## config.mk

```make
export PLATFORM = sky130hd
export DESIGN_NAME = rpds_top
export DESIGN_NICKNAME = d
export VERILOG_FILES = /design/src/design/rpds_pkg.sv /design/src/design/rpds_retry_if.sv /design/src/design/rpds_top.sv /design/src/design/rpds_retry.sv
export SDC_FILE = /design/constraint.sdc
export NUM_CORES = 1
export LEC_CHECK = 0
export ABC_AREA = 1
export BUFFER_PORTS_ARGS = -buffer_cell sky130_fd_sc_hd__buf_2
export CORE_UTILIZATION = 60
export DETAILED_ROUTE_END_ITERATION = 6
export PLACE_DENSITY = 0.84
export SYNTH_ARGS = -nofsm -noshare
export SYNTH_HDL_FRONTEND = slang
export SYNTH_SLANG_ARGS = --single-unit
```

## constraint.sdc

```tcl
create_clock -name CLK -period 2.96 [get_ports CLK]
set_clock_uncertainty 0.15 [all_clocks]
set_input_delay 0.888 -clock CLK [delete_from_list [all_inputs] [get_ports CLK]]
set_output_delay 0.888 -clock CLK [all_outputs]
set_load 0.05 [all_outputs]
```

## src/design/rpds_pkg.sv

```systemverilog
// Constants and types for the remote pipe descriptor state block
`default_nettype none
package rpds_pkg;
  localparam int ADDR_W = 5;
  // Descriptor byte offsets
  localparam logic [4:0] OFS_EP_ADDR = 5'h0e;
  localparam logic [4:0] OFS_SEQ = 5'h0f;
  localparam logic [4:0] OFS_WIN = 5'h10;
  localparam logic [4:0] OFS_MAXSEQ = 5'h14;
  localparam logic [4:0] OFS_INTV = 5'h15;
  localparam logic [4:0] OFS_AIR = 5'h16;
  localparam logic [4:0] OFS_ATTR = 5'h17;
  localparam logic [4:0] OFS_CHAR = 5'h18;
  localparam logic [4:0] OFS_RETRY = 5'h19;
  localparam logic [4:0] OFS_ERR = 5'h1a;
  // Field positions and masks
  localparam int ATTR_TYPE_LSB = 0;
  localparam int ATTR_PWR_LSB = 2;
  localparam int ATTR_PRE_LSB = 5;
  localparam int RETRY_LP_BIT = 7;
  localparam int EP_DIR_BIT = 7;
  localparam logic [7:0] EP_ADDR_MASK = 8'h8f;
  localparam logic [7:0] CHAR_MASK = 8'h0f;
  localparam logic [7:0] RETRY_MASK = 8'h8f;
  localparam logic [7:0] SEQ_MAX_LO = 8'h01;
  localparam logic [7:0] SEQ_MAX_HI = 8'h1f;
  // Notification type codes
  localparam logic [7:0] NOTIFY_BEACON = 8'h94;
  localparam logic [7:0] NOTIFY_DN = 8'h95;
  // Reset values
  localparam logic [7:0] RST_BYTE = 8'h00;
  localparam logic [7:0] RST_MAXSEQ = 8'h1f;
  localparam logic [31:0] RST_WIN = 32'h0000_0000;
  localparam logic [15:0] RST_ERR = 16'h0000;
  typedef enum logic [1:0] {
    XFER_CTRL = 2'h0,
    XFER_ISO = 2'h1,
    XFER_BULK = 2'h2,
    XFER_INTR = 2'h3
  } rpds_xfer_e;
endpackage
`default_nettype wire

```

## src/design/rpds_retry_if.sv

```systemverilog
// Signals between descriptor state and the retry tracker
`default_nettype none
interface rpds_retry_if;
  logic txn_ok;
  logic txn_err;
  logic low_power;
  logic [3:0] limit;
  logic retry;
  logic fail;
  logic [3:0] tries;
  modport ctl(output txn_ok, output txn_err, output low_power, output limit,
              input retry, input fail, input tries);
  modport eng(input txn_ok, input txn_err, input low_power, input limit,
              output retry, output fail, output tries);
endinterface
`default_nettype wire

```

## src/design/rpds_top.sv

```systemverilog
// Per-pipe descriptor state with byte access and pipe control outputs
// How it works
// RQ1 - Hold next data sequence, apply to sends
// RQ2 - Keep 32-bit window for sequence tracking
// RQ3 - Maximum sequence accepts only one to 31
// RQ4 - Interval is polling or service interval
// RQ5 - Isochronous pipes poll at air interval
// RQ6 - Host zeroes air interval for non-isochronous
// RQ7 - Decode transfer type from attribute bits
// RQ8 - Attribute bits four to two: transmit power
// RQ9 - Attribute bits seven to five: preamble policy
// RQ10 - Read-only supported types, upper bits zero
// RQ11 - Retry up to limit, then fail
// RQ12 - Limit zero means unlimited, uncounted retries
// RQ13 - Host sets limit zero for isochronous
// RQ14 - Low power bit ignores retry limit
// RQ15 - Count every transaction error, 16 bits
// RQ16 - Host clears the error counter
// RQ17 - Writable fields take writes, read-only keep
// RQ18 - Notify on beacon adjust change, device notice
// RQ19 - Address bit seven is direction, not control
// RQ20 - Sequence wraps to zero after maximum
`default_nettype none
module rpds_top #(
  parameter logic [7:0] SUPPORTED_TYPES = 8'h0f
) (
  input wire logic CLK,
  input wire logic ARST_N,
  input wire logic CE,
  input wire logic DESC_WR,
  input wire logic DESC_RD,
  input wire logic [4:0] DESC_ADDR,
  input wire logic [7:0] DESC_WDATA,
  output logic [7:0] DESC_RDATA,
  output logic DESC_RVALID,
  input wire logic DATA_SENT,
  input wire logic ACK_VALID,
  input wire logic [4:0] ACK_SEQ,
  input wire logic TXN_OK,
  input wire logic TXN_ERR,
  input wire logic BEACON_ADJ_VALID,
  input wire logic [7:0] BEACON_ADJ,
  input wire logic DN_RX,
  input wire logic [7:0] DN_SRC,
  output logic [7:0] SEQ_OUT,
  output logic [31:0] WINDOW_OUT,
  output logic [1:0] XFER_TYPE,
  output logic [2:0] TX_POWER,
  output logic [2:0] PREAMBLE_POLICY,
  output logic [7:0] POLL_INTERVAL,
  output logic [7:0] SERVICE_INTERVAL,
  output logic [3:0] EP_NUMBER,
  output logic EP_DIR_IN,
  output logic LOW_POWER_INT,
  output logic RETRY_TXN,
  output logic FAIL_XFER,
  output logic NOTIFY_VALID,
  output logic [7:0] NOTIFY_TYPE,
  output logic [7:0] NOTIFY_DATA
);
  logic [7:0] ep_addr_r;
  logic [7:0] seq_r;
  logic [7:0] seq_nxt;
  logic [31:0] win_r;
  logic [31:0] win_nxt;
  logic [7:0] maxseq_r;
  logic [7:0] intv_r;
  logic [7:0] air_r;
  logic [7:0] attr_r;
  logic [7:0] retry_opt_r;
  logic [15:0] err_r;
  logic [15:0] err_nxt;
  logic [7:0] poll_r;
  logic [7:0] rdata_r;
  logic rvalid_r;
  logic [7:0] rd_byte;
  logic [7:0] adj_prev_r;
  logic pend_dn_r;
  logic [7:0] dn_src_r;
  logic ntf_valid_r;
  logic [7:0] ntf_type_r;
  logic [7:0] ntf_data_r;
  logic win_hit;
  logic err_hit;
  logic seq_wr;
  logic bcn_chg;
  logic dn_sent;
  rpds_pkg::rpds_xfer_e xfer;

  rpds_retry_if rif();

  function automatic logic wr_at(input logic we, input logic [4:0] a, input logic [4:0] ofs);
    return we && (a == ofs);
  endfunction
  function automatic logic [31:0] put_byte(input logic [31:0] cur, input logic [1:0] lane,
                                           input logic [7:0] b);
    logic [31:0] v;
    v = cur;
    v[{lane, 3'h0} +: 8] = b;
    return v;
  endfunction
  function automatic logic [7:0] next_seq(input logic [7:0] s, input logic [7:0] mx);
    return (s >= mx) ? 8'h00 : 8'(s + 8'h01);
  endfunction

  assign win_hit = DESC_WR && (DESC_ADDR[4:2] == rpds_pkg::OFS_WIN[4:2]);
  assign err_hit = DESC_WR && (DESC_ADDR[4:1] == rpds_pkg::OFS_ERR[4:1]);
  assign seq_wr = wr_at(DESC_WR, DESC_ADDR, rpds_pkg::OFS_SEQ);
  assign xfer = rpds_pkg::rpds_xfer_e'(attr_r[rpds_pkg::ATTR_TYPE_LSB +: 2]); // [RQ7]

  // Plain host-writable fields
  always_ff @(posedge CLK or negedge ARST_N) begin
    if (!ARST_N) begin
      ep_addr_r <= rpds_pkg::RST_BYTE;
      intv_r <= rpds_pkg::RST_BYTE;
      air_r <= rpds_pkg::RST_BYTE;
      attr_r <= rpds_pkg::RST_BYTE;
      retry_opt_r <= rpds_pkg::RST_BYTE;
    end else if (CE) begin
      if (wr_at(DESC_WR, DESC_ADDR, rpds_pkg::OFS_EP_ADDR)) begin
        ep_addr_r <= DESC_WDATA & rpds_pkg::EP_ADDR_MASK; // [RQ17]
      end
      if (wr_at(DESC_WR, DESC_ADDR, rpds_pkg::OFS_INTV)) begin
        intv_r <= DESC_WDATA; // [RQ17]
      end
      if (wr_at(DESC_WR, DESC_ADDR, rpds_pkg::OFS_AIR)) begin
        air_r <= DESC_WDATA; // [RQ17] [RQ6]
      end
      if (wr_at(DESC_WR, DESC_ADDR, rpds_pkg::OFS_ATTR)) begin
        attr_r <= DESC_WDATA; // [RQ17]
      end
      if (wr_at(DESC_WR, DESC_ADDR, rpds_pkg::OFS_RETRY)) begin
        retry_opt_r <= DESC_WDATA & rpds_pkg::RETRY_MASK; // [RQ17] [RQ13]
      end
    end
  end

  // Maximum sequence: illegal values are refused
  always_ff @(posedge CLK or negedge ARST_N) begin
    if (!ARST_N) begin
      maxseq_r <= rpds_pkg::RST_MAXSEQ;
    end else if (CE) begin
      if (wr_at(DESC_WR, DESC_ADDR, rpds_pkg::OFS_MAXSEQ) &&
          DESC_WDATA >= rpds_pkg::SEQ_MAX_LO && DESC_WDATA <= rpds_pkg::SEQ_MAX_HI) begin
        maxseq_r <= DESC_WDATA; // [RQ3]
      end
    end
  end

  // Next sequence: host write wins over a send
  always_comb begin
    seq_nxt = seq_r;
    if (seq_wr) begin
      seq_nxt = DESC_WDATA; // [RQ17]
    end else if (DATA_SENT) begin
      seq_nxt = next_seq(seq_r, maxseq_r); // [RQ1] [RQ20]
    end
  end
  always_ff @(posedge CLK or negedge ARST_N) begin
    if (!ARST_N) begin
      seq_r <= rpds_pkg::RST_BYTE;
    end else if (CE) begin
      seq_r <= seq_nxt;
    end
  end

  // Window: sent marks a bit, ack clears it; set wins
  always_comb begin
    win_nxt = win_r;
    if (win_hit) begin
      win_nxt = put_byte(win_r, DESC_ADDR[1:0], DESC_WDATA); // [RQ17]
    end
    if (ACK_VALID) begin
      win_nxt[ACK_SEQ] = 1'b0; // [RQ2]
    end
    if (DATA_SENT) begin
      win_nxt[seq_r[4:0]] = 1'b1; // [RQ2]
    end
  end
  always_ff @(posedge CLK or negedge ARST_N) begin
    if (!ARST_N) begin
      win_r <= rpds_pkg::RST_WIN;
    end else if (CE) begin
      win_r <= win_nxt;
    end
  end

  // Error counter: hardware increment lands on top of a write
  always_comb begin
    err_nxt = err_r;
    if (err_hit) begin
      err_nxt = 16'(put_byte({16'h0000, err_r}, {1'b0, DESC_ADDR[0]}, DESC_WDATA)); // [RQ16]
    end
    if (TXN_ERR) begin
      err_nxt = 16'(err_nxt + 16'h0001); // [RQ15]
    end
  end
  always_ff @(posedge CLK or negedge ARST_N) begin
    if (!ARST_N) begin
      err_r <= rpds_pkg::RST_ERR;
    end else if (CE) begin
      err_r <= err_nxt;
    end
  end

  // Effective polling interval
  always_ff @(posedge CLK or negedge ARST_N) begin
    if (!ARST_N) begin
      poll_r <= rpds_pkg::RST_BYTE;
    end else if (CE) begin
      poll_r <= (xfer == rpds_pkg::XFER_ISO) ? air_r : intv_r; // [RQ4] [RQ5]
    end
  end

  // Read multiplexer, unmapped offsets read zero
  always_comb begin
    rd_byte = 8'h00;
    if (DESC_ADDR[4:2] == rpds_pkg::OFS_WIN[4:2]) begin
      rd_byte = win_r[{DESC_ADDR[1:0], 3'h0} +: 8];
    end else if (DESC_ADDR[4:1] == rpds_pkg::OFS_ERR[4:1]) begin
      rd_byte = DESC_ADDR[0] ? err_r[15:8] : err_r[7:0];
    end else begin
      case (DESC_ADDR)
        rpds_pkg::OFS_EP_ADDR: rd_byte = ep_addr_r;
        rpds_pkg::OFS_SEQ: rd_byte = seq_r;
        rpds_pkg::OFS_MAXSEQ: rd_byte = maxseq_r;
        rpds_pkg::OFS_INTV: rd_byte = intv_r;
        rpds_pkg::OFS_AIR: rd_byte = air_r;
        rpds_pkg::OFS_ATTR: rd_byte = attr_r;
        rpds_pkg::OFS_CHAR: rd_byte = SUPPORTED_TYPES & rpds_pkg::CHAR_MASK; // [RQ10]
        rpds_pkg::OFS_RETRY: rd_byte = retry_opt_r;
        default: rd_byte = 8'h00;
      endcase
    end
  end

  always_ff @(posedge CLK or negedge ARST_N) begin
    if (!ARST_N) begin
      rdata_r <= rpds_pkg::RST_BYTE;
      rvalid_r <= 1'b0;
    end else if (CE) begin
      rvalid_r <= DESC_RD;
      if (DESC_RD) begin
        rdata_r <= rd_byte;
      end
    end
  end

  // Notifications: adjust change first, device notice waits
  assign bcn_chg = BEACON_ADJ_VALID && (BEACON_ADJ != adj_prev_r);
  assign dn_sent = pend_dn_r && !bcn_chg;

  always_ff @(posedge CLK or negedge ARST_N) begin
    if (!ARST_N) begin
      adj_prev_r <= rpds_pkg::RST_BYTE;
      pend_dn_r <= 1'b0;
      dn_src_r <= rpds_pkg::RST_BYTE;
    end else if (CE) begin
      if (BEACON_ADJ_VALID) begin
        adj_prev_r <= BEACON_ADJ;
      end
      pend_dn_r <= (pend_dn_r && !dn_sent) || DN_RX; // [RQ18]
      if (DN_RX) begin
        dn_src_r <= DN_SRC;
      end
    end
  end

  always_ff @(posedge CLK or negedge ARST_N) begin
    if (!ARST_N) begin
      ntf_valid_r <= 1'b0;
      ntf_type_r <= rpds_pkg::RST_BYTE;
      ntf_data_r <= rpds_pkg::RST_BYTE;
    end else if (CE) begin
      ntf_valid_r <= bcn_chg || dn_sent;
      if (bcn_chg) begin
        ntf_type_r <= rpds_pkg::NOTIFY_BEACON; // [RQ18]
        ntf_data_r <= BEACON_ADJ;
      end else if (dn_sent) begin
        ntf_type_r <= rpds_pkg::NOTIFY_DN; // [RQ18]
        ntf_data_r <= dn_src_r;
      end
    end
  end

  // Retry tracker
  assign rif.txn_ok = TXN_OK;
  assign rif.txn_err = TXN_ERR;
  assign rif.low_power = retry_opt_r[rpds_pkg::RETRY_LP_BIT]; // [RQ14]
  assign rif.limit = retry_opt_r[3:0]; // [RQ11]

  rpds_retry u_retry (
    .clk(CLK),
    .arst_n(ARST_N),
    .ce(CE),
    .rif(rif.eng)
  );

  // Outputs
  assign DESC_RDATA = rdata_r;
  assign DESC_RVALID = rvalid_r;
  assign SEQ_OUT = seq_r; // [RQ1]
  assign WINDOW_OUT = win_r;
  assign XFER_TYPE = xfer;
  assign TX_POWER = attr_r[rpds_pkg::ATTR_PWR_LSB +: 3]; // [RQ8]
  assign PREAMBLE_POLICY = attr_r[rpds_pkg::ATTR_PRE_LSB +: 3]; // [RQ9]
  assign POLL_INTERVAL = poll_r;
  assign SERVICE_INTERVAL = intv_r; // [RQ4]
  assign EP_NUMBER = ep_addr_r[3:0];
  assign EP_DIR_IN = (xfer != rpds_pkg::XFER_CTRL) && ep_addr_r[rpds_pkg::EP_DIR_BIT]; // [RQ19]
  assign LOW_POWER_INT = rif.low_power;
  assign RETRY_TXN = rif.retry;
  assign FAIL_XFER = rif.fail;
  assign NOTIFY_VALID = ntf_valid_r;
  assign NOTIFY_TYPE = ntf_type_r;
  assign NOTIFY_DATA = ntf_data_r;

  property p_seq_wrap;
    @(posedge CLK) disable iff (!ARST_N)
    CE && DATA_SENT && !seq_wr && (seq_r >= maxseq_r) |=> SEQ_OUT == 8'h00;
  endproperty
  a_seq_wrap: assert property (p_seq_wrap) else $error("sequence did not wrap"); // [RQ20]
  property p_seq_step;
    @(posedge CLK) disable iff (!ARST_N)
    CE && DATA_SENT && !seq_wr && (seq_r < maxseq_r) |=> SEQ_OUT == 8'($past(seq_r) + 8'h01);
  endproperty
  a_seq_step: assert property (p_seq_step) else $error("sequence did not step"); // [RQ1]
  property p_maxseq_legal;
    @(posedge CLK) disable iff (!ARST_N)
    maxseq_r >= rpds_pkg::SEQ_MAX_LO && maxseq_r <= rpds_pkg::SEQ_MAX_HI;
  endproperty
  a_maxseq_legal: assert property (p_maxseq_legal) else $error("maximum sequence illegal"); // [RQ3]
  property p_win_mark;
    @(posedge CLK) disable iff (!ARST_N)
    CE && DATA_SENT |=> WINDOW_OUT != 32'h0000_0000;
  endproperty
  a_win_mark: assert property (p_win_mark) else $error("window not marked"); // [RQ2]
  property p_err_inc;
    @(posedge CLK) disable iff (!ARST_N)
    CE && TXN_ERR && !err_hit |=> err_r == 16'($past(err_r) + 16'h0001);
  endproperty
  a_err_inc: assert property (p_err_inc) else $error("error count not bumped"); // [RQ15]
  property p_poll_iso;
    @(posedge CLK) disable iff (!ARST_N)
    CE && (xfer == rpds_pkg::XFER_ISO) |=> POLL_INTERVAL == $past(air_r);
  endproperty
  a_poll_iso: assert property (p_poll_iso) else $error("iso poll interval wrong"); // [RQ5]
  property p_char_ro;
    @(posedge CLK) disable iff (!ARST_N)
    CE && DESC_RD && DESC_ADDR == rpds_pkg::OFS_CHAR |=>
      DESC_RVALID && DESC_RDATA == (SUPPORTED_TYPES & rpds_pkg::CHAR_MASK);
  endproperty
  a_char_ro: assert property (p_char_ro) else $error("capability byte wrong"); // [RQ10]
  property p_bcn_ntf;
    @(posedge CLK) disable iff (!ARST_N)
    CE && bcn_chg |=> NOTIFY_VALID && NOTIFY_TYPE == rpds_pkg::NOTIFY_BEACON;
  endproperty
  a_bcn_ntf: assert property (p_bcn_ntf) else $error("adjust change not notified"); // [RQ18]
  property p_dir_ctrl;
    @(posedge CLK) disable iff (!ARST_N)
    CE && wr_at(DESC_WR, DESC_ADDR, rpds_pkg::OFS_EP_ADDR) |=>
      EP_DIR_IN == ($past(DESC_WDATA[rpds_pkg::EP_DIR_BIT]) && (XFER_TYPE != rpds_pkg::XFER_CTRL));
  endproperty
  a_dir_ctrl: assert property (p_dir_ctrl) else $error("direction on control pipe"); // [RQ19]
endmodule
`default_nettype wire

```

## src/design/rpds_retry.sv

```systemverilog
// Retry tracker for one pipe's failing transactions
`default_nettype none
module rpds_retry (
  input wire logic clk,
  input wire logic arst_n,
  input wire logic ce,
  rpds_retry_if.eng rif
);
  logic [3:0] tries_r;
  logic retry_r;
  logic fail_r;
  logic counted;
  logic at_limit;

  assign counted = !rif.low_power && (rif.limit != 4'h0);
  assign at_limit = counted && (tries_r >= rif.limit);
  assign rif.retry = retry_r;
  assign rif.fail = fail_r;
  assign rif.tries = tries_r;

  // Count of retries spent on the current transaction
  always_ff @(posedge clk or negedge arst_n) begin
    if (!arst_n) begin
      tries_r <= 4'h0;
    end else if (ce) begin
      if (rif.txn_ok || (rif.txn_err && (at_limit || !counted))) begin
        tries_r <= 4'h0; // [RQ12] [RQ14]
      end else if (rif.txn_err) begin
        tries_r <= 4'(tries_r + 4'h1); // [RQ11]
      end
    end
  end

  // Retry or fail verdict, one cycle after the error
  always_ff @(posedge clk or negedge arst_n) begin
    if (!arst_n) begin
      retry_r <= 1'b0;
      fail_r <= 1'b0;
    end else if (ce) begin
      retry_r <= rif.txn_err && !at_limit; // [RQ11] [RQ12]
      fail_r <= rif.txn_err && at_limit; // [RQ11]
    end
  end

  property p_fail_at_limit;
    @(posedge clk) disable iff (!arst_n)
    ce && rif.txn_err && at_limit |=> fail_r && !retry_r && tries_r == 4'h0;
  endproperty
  a_fail_at_limit: assert property (p_fail_at_limit) else $error("no fail at limit"); // [RQ11]

  property p_unlimited;
    @(posedge clk) disable iff (!arst_n)
    ce && rif.txn_err && (rif.limit == 4'h0) |=> retry_r && !fail_r;
  endproperty
  a_unlimited: assert property (p_unlimited) else $error("limit zero failed"); // [RQ12]

  property p_low_power;
    @(posedge clk) disable iff (!arst_n)
    ce && rif.txn_err && rif.low_power |=> !fail_r;
  endproperty
  a_low_power: assert property (p_low_power) else $error("low power pipe failed"); // [RQ14]
endmodule
`default_nettype wire

```

* Word level (Yosys, flattened, before mapping) *
Cells that the tools add are included.

storage, ports and cells
  flip-flop bits (word level) = 155
  output and inout port bits = 98
  word-level logic and storage cells = 127

operators by class
  $add $sub $neg = 5
  order comparisons = 8
  equality and inequality tests = 12
  shifts and indexed selects = 5
  muxes and demuxes = 25
  bitwise operators = 3
  reductions and logical operators = 48

operators with widths
  cell                      count
  $mux W32                  3
  $mux W8                   11
  $bwmux W32                2
  $pmux W8 S8               1
  $shift A8 B7 Y32 const A  2
  $shiftx A8 B7 Y32         2
  $and A32 B32 Y32          1
  $mux W16                  2
  $not A32 Y32              1
  $or A32 B32 Y32           1
  $shiftx A32 B6 Y8         1
  $eq A5 B5 Y1 const B      6
  $reduce_and A2 Y1         12
  $logic_and A1 B1 Y1       22
  $add A16 B1 Y16 const B   1
  $lt A5 B6 Y1 const B      2
  $demux W1 S5              2
  $eq A5 B4 Y1 const B      2
  $ge A5 B1 Y1 const B      2
  $add A8 B1 Y8 const B     1
  $ge A8 B1 Y1 const B      1
  $ge A8 B8 Y1              1
  $le A8 B5 Y1 const B      1
  $mux W4                   2
  other kinds (13)          24

* Depth between registers and ports, before layout *
Gate-level depths: netlist (run 1).

  depth after elaboration = 9
  gate-level depth with buffers = 16

* Cells and area by module *
Synthesis (run 1) repeated with hierarchy kept, for this count alone.

unflattened totals
  cells, all modules = 1309
  area total of the unflattened synthesis = 9350.2 um^2

by module, submodules not included
  module      times used  cells each  area an instance (um^2)  seq. area each (um^2)
  rpds_top    1           1250        8924.8                   3584.7
  rpds_retry  1           59          425.4                    150.1

* Worst setup path after synthesis (run 1) *
OpenSTA, ideal clock, no wires.

  kind = input-to-reg
  start = input DESC_ADDR[0]
  end = register win_r[22], in the netlist WINDOW_OUT[22]
  library setup time = 0.082 ns
  data arrival time = 2.778 ns
  data required time = 2.728 ns
  path slack = -0.050 ns
  stages on the path = 10
  cell sequence = inv_2 -> clkbuf_1 -> clkbuf_1 -> ha_1 -> nand2_1 -> nor2_1 -> nand3_1 -> a22oi_1 -> o21ai_0 -> a31oi_1

between the ends
  longest elaborated chain between the ends = 8

RTL lines
  what                                                          line             RTL
  start, declared                                               rpds_top.sv:32   input wire logic [4:0] DESC_ADDR,
  $neg A5 Y7 *                                                  rpds_top.sv:99   v[{lane, 3'h0} +: 8] = b;
  $shiftx A8 B7 Y32 / $shift A8 B7 Y32 (equally long branches)  rpds_top.sv:99
  $bwmux W32 *                                                  rpds_top.sv:99
  $mux W32 *                                                    rpds_top.sv:170  if (win_hit) begin
  $and A32 B32 Y32 (no line)                                    n/a
  $mux W32 *                                                    rpds_top.sv:173  if (ACK_VALID) begin
  $or A32 B32 Y32 (no line)                                     n/a
  $mux W32 *                                                    rpds_top.sv:176  if (DATA_SENT) begin
  end signal, assigned                                          rpds_top.sv:182  win_r <= rpds_pkg::RST_WIN;
  end signal, assigned                                          rpds_top.sv:184  win_r <= win_nxt;
  end, declared                                                 rpds_top.sv:64   logic [31:0] win_r;

Every way passes the cells marked *; elsewhere a longest branch is shown, timed or not.
A chain may end at the register's enable or synchronous reset.

* Worst setup path after layout (run 1) *
  start = input DESC_ADDR[1]
  end = register err_r[12]

between the ends
  longest elaborated chain between the ends = 5

RTL lines
  what                   line             RTL
  $eq A4 B4 Y1 *         rpds_top.sv:107  assign err_hit = DESC_WR && (DESC_ADDR[4:1] == rpds_pkg::OFS_ERR[4:1]);
  $logic_and A1 B1 Y1 *  rpds_top.sv:107
  $mux W16 *             rpds_top.sv:191  if (err_hit) begin
  $add A16 B1 Y16        rpds_top.sv:195  err_nxt = 16'(err_nxt + 16'h0001);
  $mux W16 *             rpds_top.sv:194  if (TXN_ERR) begin
  end signal, assigned   rpds_top.sv:200  err_r <= rpds_pkg::RST_ERR;
  end signal, assigned   rpds_top.sv:202  err_r <= err_nxt;
  end, declared          rpds_top.sv:71   logic [15:0] err_r;

Marks and branches as above.

==> results of run 1 <==
per-layer routing:
layer  global-route usage (%)  share of wire, %  routed length, um  vias to the layer above
li1                         -                 -                  -                     4486
met1                     48.3                40              11900                     4478
met2                     60.7                45              13500                      583
met3                     8.10               9.9               2970                      129
met4                     20.9               5.0               1500                        0
met5                        0                 0                  0                        -
flip-flops by register name, indices dropped and copies added, names as in the netlist, 4 cells and up:
signal and cells:
WINDOW_OUT 32, err_r 16, DESC_RDATA 8, NOTIFY_DATA 8, POLL_INTERVAL 8, SEQ_OUT 8, SERVICE_INTERVAL 8, adj_prev_r 8
air_r 8, attr_r 8, dn_src_r 8, maxseq_r 8, ep_addr_r 5, retry_opt_r 5, u_retry.rif.tries 4
layout by cell type (no fill, tap or decap), types with 3 or more instances in the layout:
cell type and n:
inv_6 5, conb_1 4, nor2_1 81, nor2_4 7, nor2_2 9, xor2_1 8, mux2_2 8, clkinv_1 3
xnor2_1 4, nand2_4 6, inv_2 11, a21oi_1 100, nor3_1 18, nand2_1 350, ha_1 23, clkbuf_16 17
o211ai_1 9, nand4_1 13, o22ai_1 9, inv_1 127, buf_2 137, nand2_2 13, a31oi_1 12, dfstp_2 5
buf_4 35, buf_12 3, dfrtp_1 144, o21ai_0 147, a22oi_1 26, o21ai_1 8, inv_8 3, nand3_1 53
o2111ai_1 5
power by group:
group	switching (mW)	total (mW)	internal (mW)
logic	1.99	2.70	0.704
clock network	0.983	2.25	1.27
registers	0.325	2.68	2.36
total	3.30	7.63	4.34
cells by family (layout without fill, tap and decap cells):
| family | count (synthesis) | count (layout) | synth area share (%) |
|---|---|---|---|
| adder cells (fa/ha/maj) | 23 | 23 | 3.10 |
| XOR/XNOR | 12 | 12 | 1.13 |
| AND/OR/NAND/NOR | 560 | 560 | 26.5 |
| multiplexers | 8 | 8 | 0.972 |
| flip-flops | 149 | 149 | 40.3 |
| other | 1 | 4 | 0.0405 |
| AO/OA/AOI/OAI | 325 | 325 | 19.3 |
| buffers and inverters | 194 | 349 | 8.69 |
how the worst min path moves through the flow:
stage,startpoint,end,cells after the start
2_1_floorplan,ep_addr_r[7],ep_addr_r[7],2
3_3_place_gp,DESC_RVALID,DESC_RVALID,2
3_5_place_dp,DESC_RVALID,DESC_RVALID,2
4_1_cts,ARST_N,ep_addr_r[2],1
5_1_grt,ARST_N,POLL_INTERVAL[0],1
6_report,ARST_N,ep_addr_r[2],1
synthesized netlist by cell type (11+ instances only):
cell      count  area, um^2
nand2_1     350        1310
o21ai_0     147         736
dfrtp_1     144        3600
inv_1       127         477
a21oi_1     100         500
nor2_1       82         308
nand3_1      53         265
a22oi_1      26         195
clkbuf_1     24        90.1
ha_1         23         288
nor3_1       18        90.1
buf_4        13        97.6
nand2_2      13        81.3
nand4_1      13        81.3
a31oi_1      12        75.1
buf_2        11        55.1
inv_2        11        41.3
per-stage QoR:
step | instance area [um^2] | setup WS, ns
global route | 10900 | 0.337
floorplan | 9280 | 0.0500
global placement | 10300 | 0.111
detailed placement | 10300 | 0.0559
finish | 10900 | 0.468
CTS | 10900 | 0.493
worst max-delay path: cells and delay by family:
kind	cells	cell delay, ns
AO/OA/AOI/OAI	1	0.06
adder cells (fa/ha/maj)	1	0.14
buffers and inverters	3	0.36
AND/OR/NAND/NOR	10	1.21
layout make-up:
cell class,instances,area [um^2]
Multi-Input combinational cell,932,4740
Fill cell,1257,4290
Sequential cell,149,3730
Timing Repair Buffer,176,1020
Inverter,141,529
Clock buffer,18,429
Tap cell,188,235
Clock inverter,14,165
==> impl_metrics.json, run 1 <==
{
  "die_y_um": 126,
  "cts_root_buf": "clkbuf_16",
  "cp.required_ns": 3.13,
  "grt_max_degree": 63,
  "diodes": 0,
  "powerDensity_mw_per_mm2": 703,
  "grt_setup_unrepaired": "false",
  "drv_slew": 0,
  "path_cells": "buf_2 > nand2_1 > inv_2 > nand3_4 > nand2_1 > nand2_1 > inv_1 > ha_1 > nand2_1 > nor2_1 > nand3_1 > nor2_2 > nand3_1 > nand3_1 > o21ai_2",
  "clk_pin_slew_ns": 0.07,
  "finalHoldViolCount": 0,
  "synth_area_per_cell_um2": 7.29,
  "finalHoldWorstSlack_ns": 0.218,
  "p_total_mw": 7.63,
  "via_per_inst": 5.98,
  "p_leak_nw": 5.64,
  "synth_cell_types": 45,
  "r2r_setup_slack_ns": 0.79,
  "grt_first_pass_wirelength_um": 46200,
  "fmax_mhz": 401,
  "io_pins": 143,
  "postCtsSetupBuffers": 0,
  "postLayoutCoreUtil_pct": 71.7,
  "hold_buffers": 0,
  "crit_path_start_kind": "primary input",
  "crit_path_end_kind": "flip-flop",
  "postCtsResizedCells": 0,
  "cts_tree": "done",
  "path_class": "in2reg",
  "coreArea_mm2": 0.0151,
  "drv_cap": 0,
  "antenna_found_initial": 1,
  "synthFlopType": "dfrtp_1",
  "synthCells": 1272,
  "ir_worst_vdd_v": 0.000527,
  "drive_gt1_share_pct": 19.2,
  "ys_seq_area_share_pct": 40.3,
  "placementRows": 45,
  "endpoint": "err_r[12]",
  "grt_overflow": 0,
  "final_nets": 1485,
  "track_usage_pct": 38.0,
  "setup-violations-final": 0,
  "slowest_delay_ns": 0.24,
  "max_slew_margin_pct": 60.4,
  "clock_latency_ns": 0.44,
  "status": "complete, no violations",
  "r2r_start": "SEQ_OUT[5]",
  "cts_buffers": 17,
  "cts.path.max_buffers": 2,
  "ys_ff_latch": 149,
  "synthToLayoutAreaGrowth_pct": 17.1,
  "dieArea_mm2": 0.0159,
  "post-route-min-period_ns": 2.49,
  "fin_crit_sh_pct": 84.2,
  "arrival_ns": 2.66,
  "path_max_fanout": 6,
  "drt-initial-drc-count": 977,
  "cts_sinks": 149,
  "reg2regPathDepth": 8,
  "layoutNonFillerInstCount": 1618,
  "timing.rr.end": "SEQ_OUT[3]",
  "syn_area_mm2": 0.00927,
  "ant_nets": 0,
  "synthArstFlopShare_pct": 100,
  "die_w_um": 126,
  "grt_pass1_vias": 8792,
  "drt-total-wl_um": 29900,
  "drt_first_pass_iters": 6,
  "io_buffers": 138,
  "cp_slowest_cell": "nor2_1",
  "initial_core_util_pct": 61.2,
  "hold_path_class": "in2async",
  "dp_cells": 1586,
  "crit_start": "DESC_ADDR[1]",
  "wl_per_cell_um": 18.5,
  "h-tree-depth": 4,
  "gp_congestion": 1.01,
  "yosysWarningCount": 0,
  "place_hpwl_um": 21900,
  "setup-tns-final_ns": 0,
  "worst_slew_pin_slew_ns": 0.590,
  "route.detailed.drc": 0,
  "synth_edf_count": 0,
  "crit_top_cell": "nand2_1",
  "vias": 9676
}
(Power assumes the default switching activity.)
==> run 2, diff against run 1 <==
--- a/config.mk
+++ b/config.mk
@@ -7,9 +7,9 @@
 export LEC_CHECK = 0
 export ABC_AREA = 1
 export BUFFER_PORTS_ARGS = -buffer_cell sky130_fd_sc_hd__buf_2
-export CORE_UTILIZATION = 60
+export CORE_UTILIZATION = 58
 export DETAILED_ROUTE_END_ITERATION = 6
-export PLACE_DENSITY = 0.84
+export PLACE_DENSITY = 0.81
 export SYNTH_ARGS = -nofsm -noshare
 export SYNTH_HDL_FRONTEND = slang
 export SYNTH_SLANG_ARGS = --single-unit
==> constraint.sdc (replaced) <==
create_clock -name CLK -period 2.5 [get_ports CLK]
set_clock_uncertainty 0.15 [all_clocks]
set_input_delay 0.75 -clock CLK [delete_from_list [all_inputs] [get_ports CLK]]
set_output_delay 0.75 -clock CLK [all_outputs]
set_load 0.05 [all_outputs]
==> run 2 against run 1 <==
Design area rose by 5.0%. Sequential share of layout area fell by 1.7 points. Clock power rose by 18%. Critical path depth fell by 12. Power rose by 19%. Sequential cell count did not move. Critical endpoint is now EP_DIR_IN. Sequential power rose by 18%. Highest routed layer unchanged. First-iteration DRC count fell by 0.82%. Register-to-register slack got worse by 0.44 ns. Combinational power rose by 22%. Worst hold slack got worse by 0.14 ns. Largest power group unchanged.
==> impl_metrics.json, run 2 (synthesis gave the netlist of run 1 again) <==
{
  "grt_max_degree": 50,
  "grt_overflow": 0,
  "drt-initial-drc-count": 969,
  "cts_tree": "done",
  "hold_path_class": "in2async",
  "p_leak_nw": 5.95,
  "crit_path_start_kind": "flip-flop",
  "synthToLayoutAreaGrowth_pct": 23.0,
  "largest_reg_flops": 32,
  "nFillCells": 1256,
  "layout_common_cells": "nand2_1, o21ai_0, dfrtp_1",
  "placed_area_mm2": 0.0108,
  "io_buffers": 138,
  "path_cells": "inv_1 > a21oi_1 > buf_2",
  "fin_ws_ns": 0.239,
  "h-tree-depth": 4,
  "coreArea_mm2": 0.0154,
  "vias": 9830,
  "via_per_inst": 5.77,
  "initial_core_util_pct": 60.3,
  "timing.rr.end": "SEQ_OUT[3]",
  "finalHoldWorstSlack_ns": 0.0801,
  "max_slew_margin_pct": 60.9,
  "design_area_mm2": 0.0114,
  "final_nets": 1547,
  "critPathBufInv": 2,
  "finalHoldViolCount": 0,
  "dieArea_mm2": 0.0165,
  "r2r_start": "maxseq_r[5]",
  "clk_pin_slew_ns": 0.06,
  "reg2regPathDepth": 9,
  "clock_latency_ns": 0.44,
  "ant_nets": 0,
  "cp_top_family": "flip-flops",
  "placementRows": 45,
  "cts_root_buf": "clkbuf_16",
  "grt_first_pass_wirelength_um": 48300,
  "hold_buffers": 0,
  "powerDensity_mw_per_mm2": 798,
  "grt_pass1_vias": 9018,
  "worst_slew_pin_slew_ns": 0.582,
  "status": "complete, no violations",
  "drv_slew": 0,
  "drive_gt1_share_pct": 22.6,
  "path_max_fanout": 4,
  "slowest_delay_ns": 0.41,
  "arrival_ns": 1.36,
  "post-route-min-period_ns": 2.26,
  "mostFrequentLayoutCell": "nand2_1",
  "ir_worst_vdd_v": 0.000665,
  "die_w_um": 128,
  "route.detailed.drc": 0,
  "cts_buffers": 17,
  "path_class": "reg2out",
  "track_usage_pct": 38.6,
  "cts.path.max_buffers": 2,
  "setup-violations-final": 0,
  "drt-total-wl_um": 30900,
  "post-place-ws_ns": -0.178,
  "die_y_um": 128,
  "cts_sinks": 149,
  "io_pins": 143,
  "grt_setup_unrepaired": "false",
  "cp.required_ns": 1.60,
  "drt_first_pass_iters": 6,
  "antenna_found_initial": 1,
  "wl_per_cell_um": 18.1,
  "crit_path_end_kind": "output port",
  "place_hpwl_um": 23300,
  "cp_slowest_cell": "dfrtp_1",
  "postCtsSetupBuffers": 0,
  "fin_crit_sh_pct": 90.4,
  "gp_congestion": 1.00,
  "postCtsResizedCells": 0,
  "drv_cap": 0,
  "fmax_mhz": 442,
  "r2r_setup_slack_ns": 0.35
}
==> run 2: changes by cell type in the layout (fill, tap and decap cells not counted) <==
cell        previous run  this run
buf_4                 35        94
buf_12                 3         6
clkinvlp_4             0         2
clkbuf_8               0         1
clkinv_1               3         2
clkinv_2               2         1
clkinv_4               2         1
diode_2                0         1
inv_6                  5         6
inv_8                  3         2
nor2_2                 9         8
nor2_4                 7         8
==> run 2: per-stage QoR <==
stage | TNS (ns) | util (%) | total power [mW] | instances
after floorplan | 0 | - | 5.37 | 1275
after global placement | -1.26 | 70.3 | 6.36 | 1671
after detailed placement | -1.90 | 70.3 | 6.43 | 1671
after CTS | 0 | 74.2 | 9.06 | 1703
after global routing | 0 | 74.2 | 9.53 | 1704
final | 0 | 74.2 | 9.10 | 1704
==> run 2: worst max path at each step <==
stage / from / endpoint / depth (start not counted)
final: attr_r[1] / EP_DIR_IN / 3
after global routing: DESC_ADDR[1] / err_r[10] / 15
after CTS: attr_r[1] / EP_DIR_IN / 3
after detailed placement: DESC_ADDR[0] / DESC_RDATA[3] / 13
after global placement: DESC_ADDR[0] / DESC_RDATA[4] / 12
after floorplan: DESC_ADDR[0] / WINDOW_OUT[22] / 10
==> run 2: power breakdown <==
part           internal (mW)  switching, mW
Clock                   1.53           1.12
Combinational          0.902           2.39
Sequential              2.79          0.369
Total                   5.23           3.88
==> run 2: worst reg2reg max path: stages (launching register included) <==
cell,delay (ns)
dfrtp_1,0.36
inv_1,0.16
ha_1,0.28
a21oi_1,0.15
nor2_1,0.05
a211oi_1,0.20
nand3_1,0.18
nor2_1,0.27
nand3_1,0.12
a22oi_1,0.16
==> run 2: area by class of cell <==
type                       count  area (um^2)  area share [%]
antenna                        1         2.50          0.0219
clock buffer                  19          443            3.88
clock inverter                13          159            1.39
inverter                     141          531            4.65
multi-input combinational    932         4750            41.6
sequential                   149         3730            32.8
tap                          211          264            2.32
timing repair buffer         238         1520            13.4
==> run 2: layer usage <==
layer	routed length, um	up-vias	track usage [%]
met5	0	-	0
met4	1210	0	17.0
met3	2920	93	7.36
met2	14000	554	59.7
met1	12800	4579	53.2
li1	-	4604	-
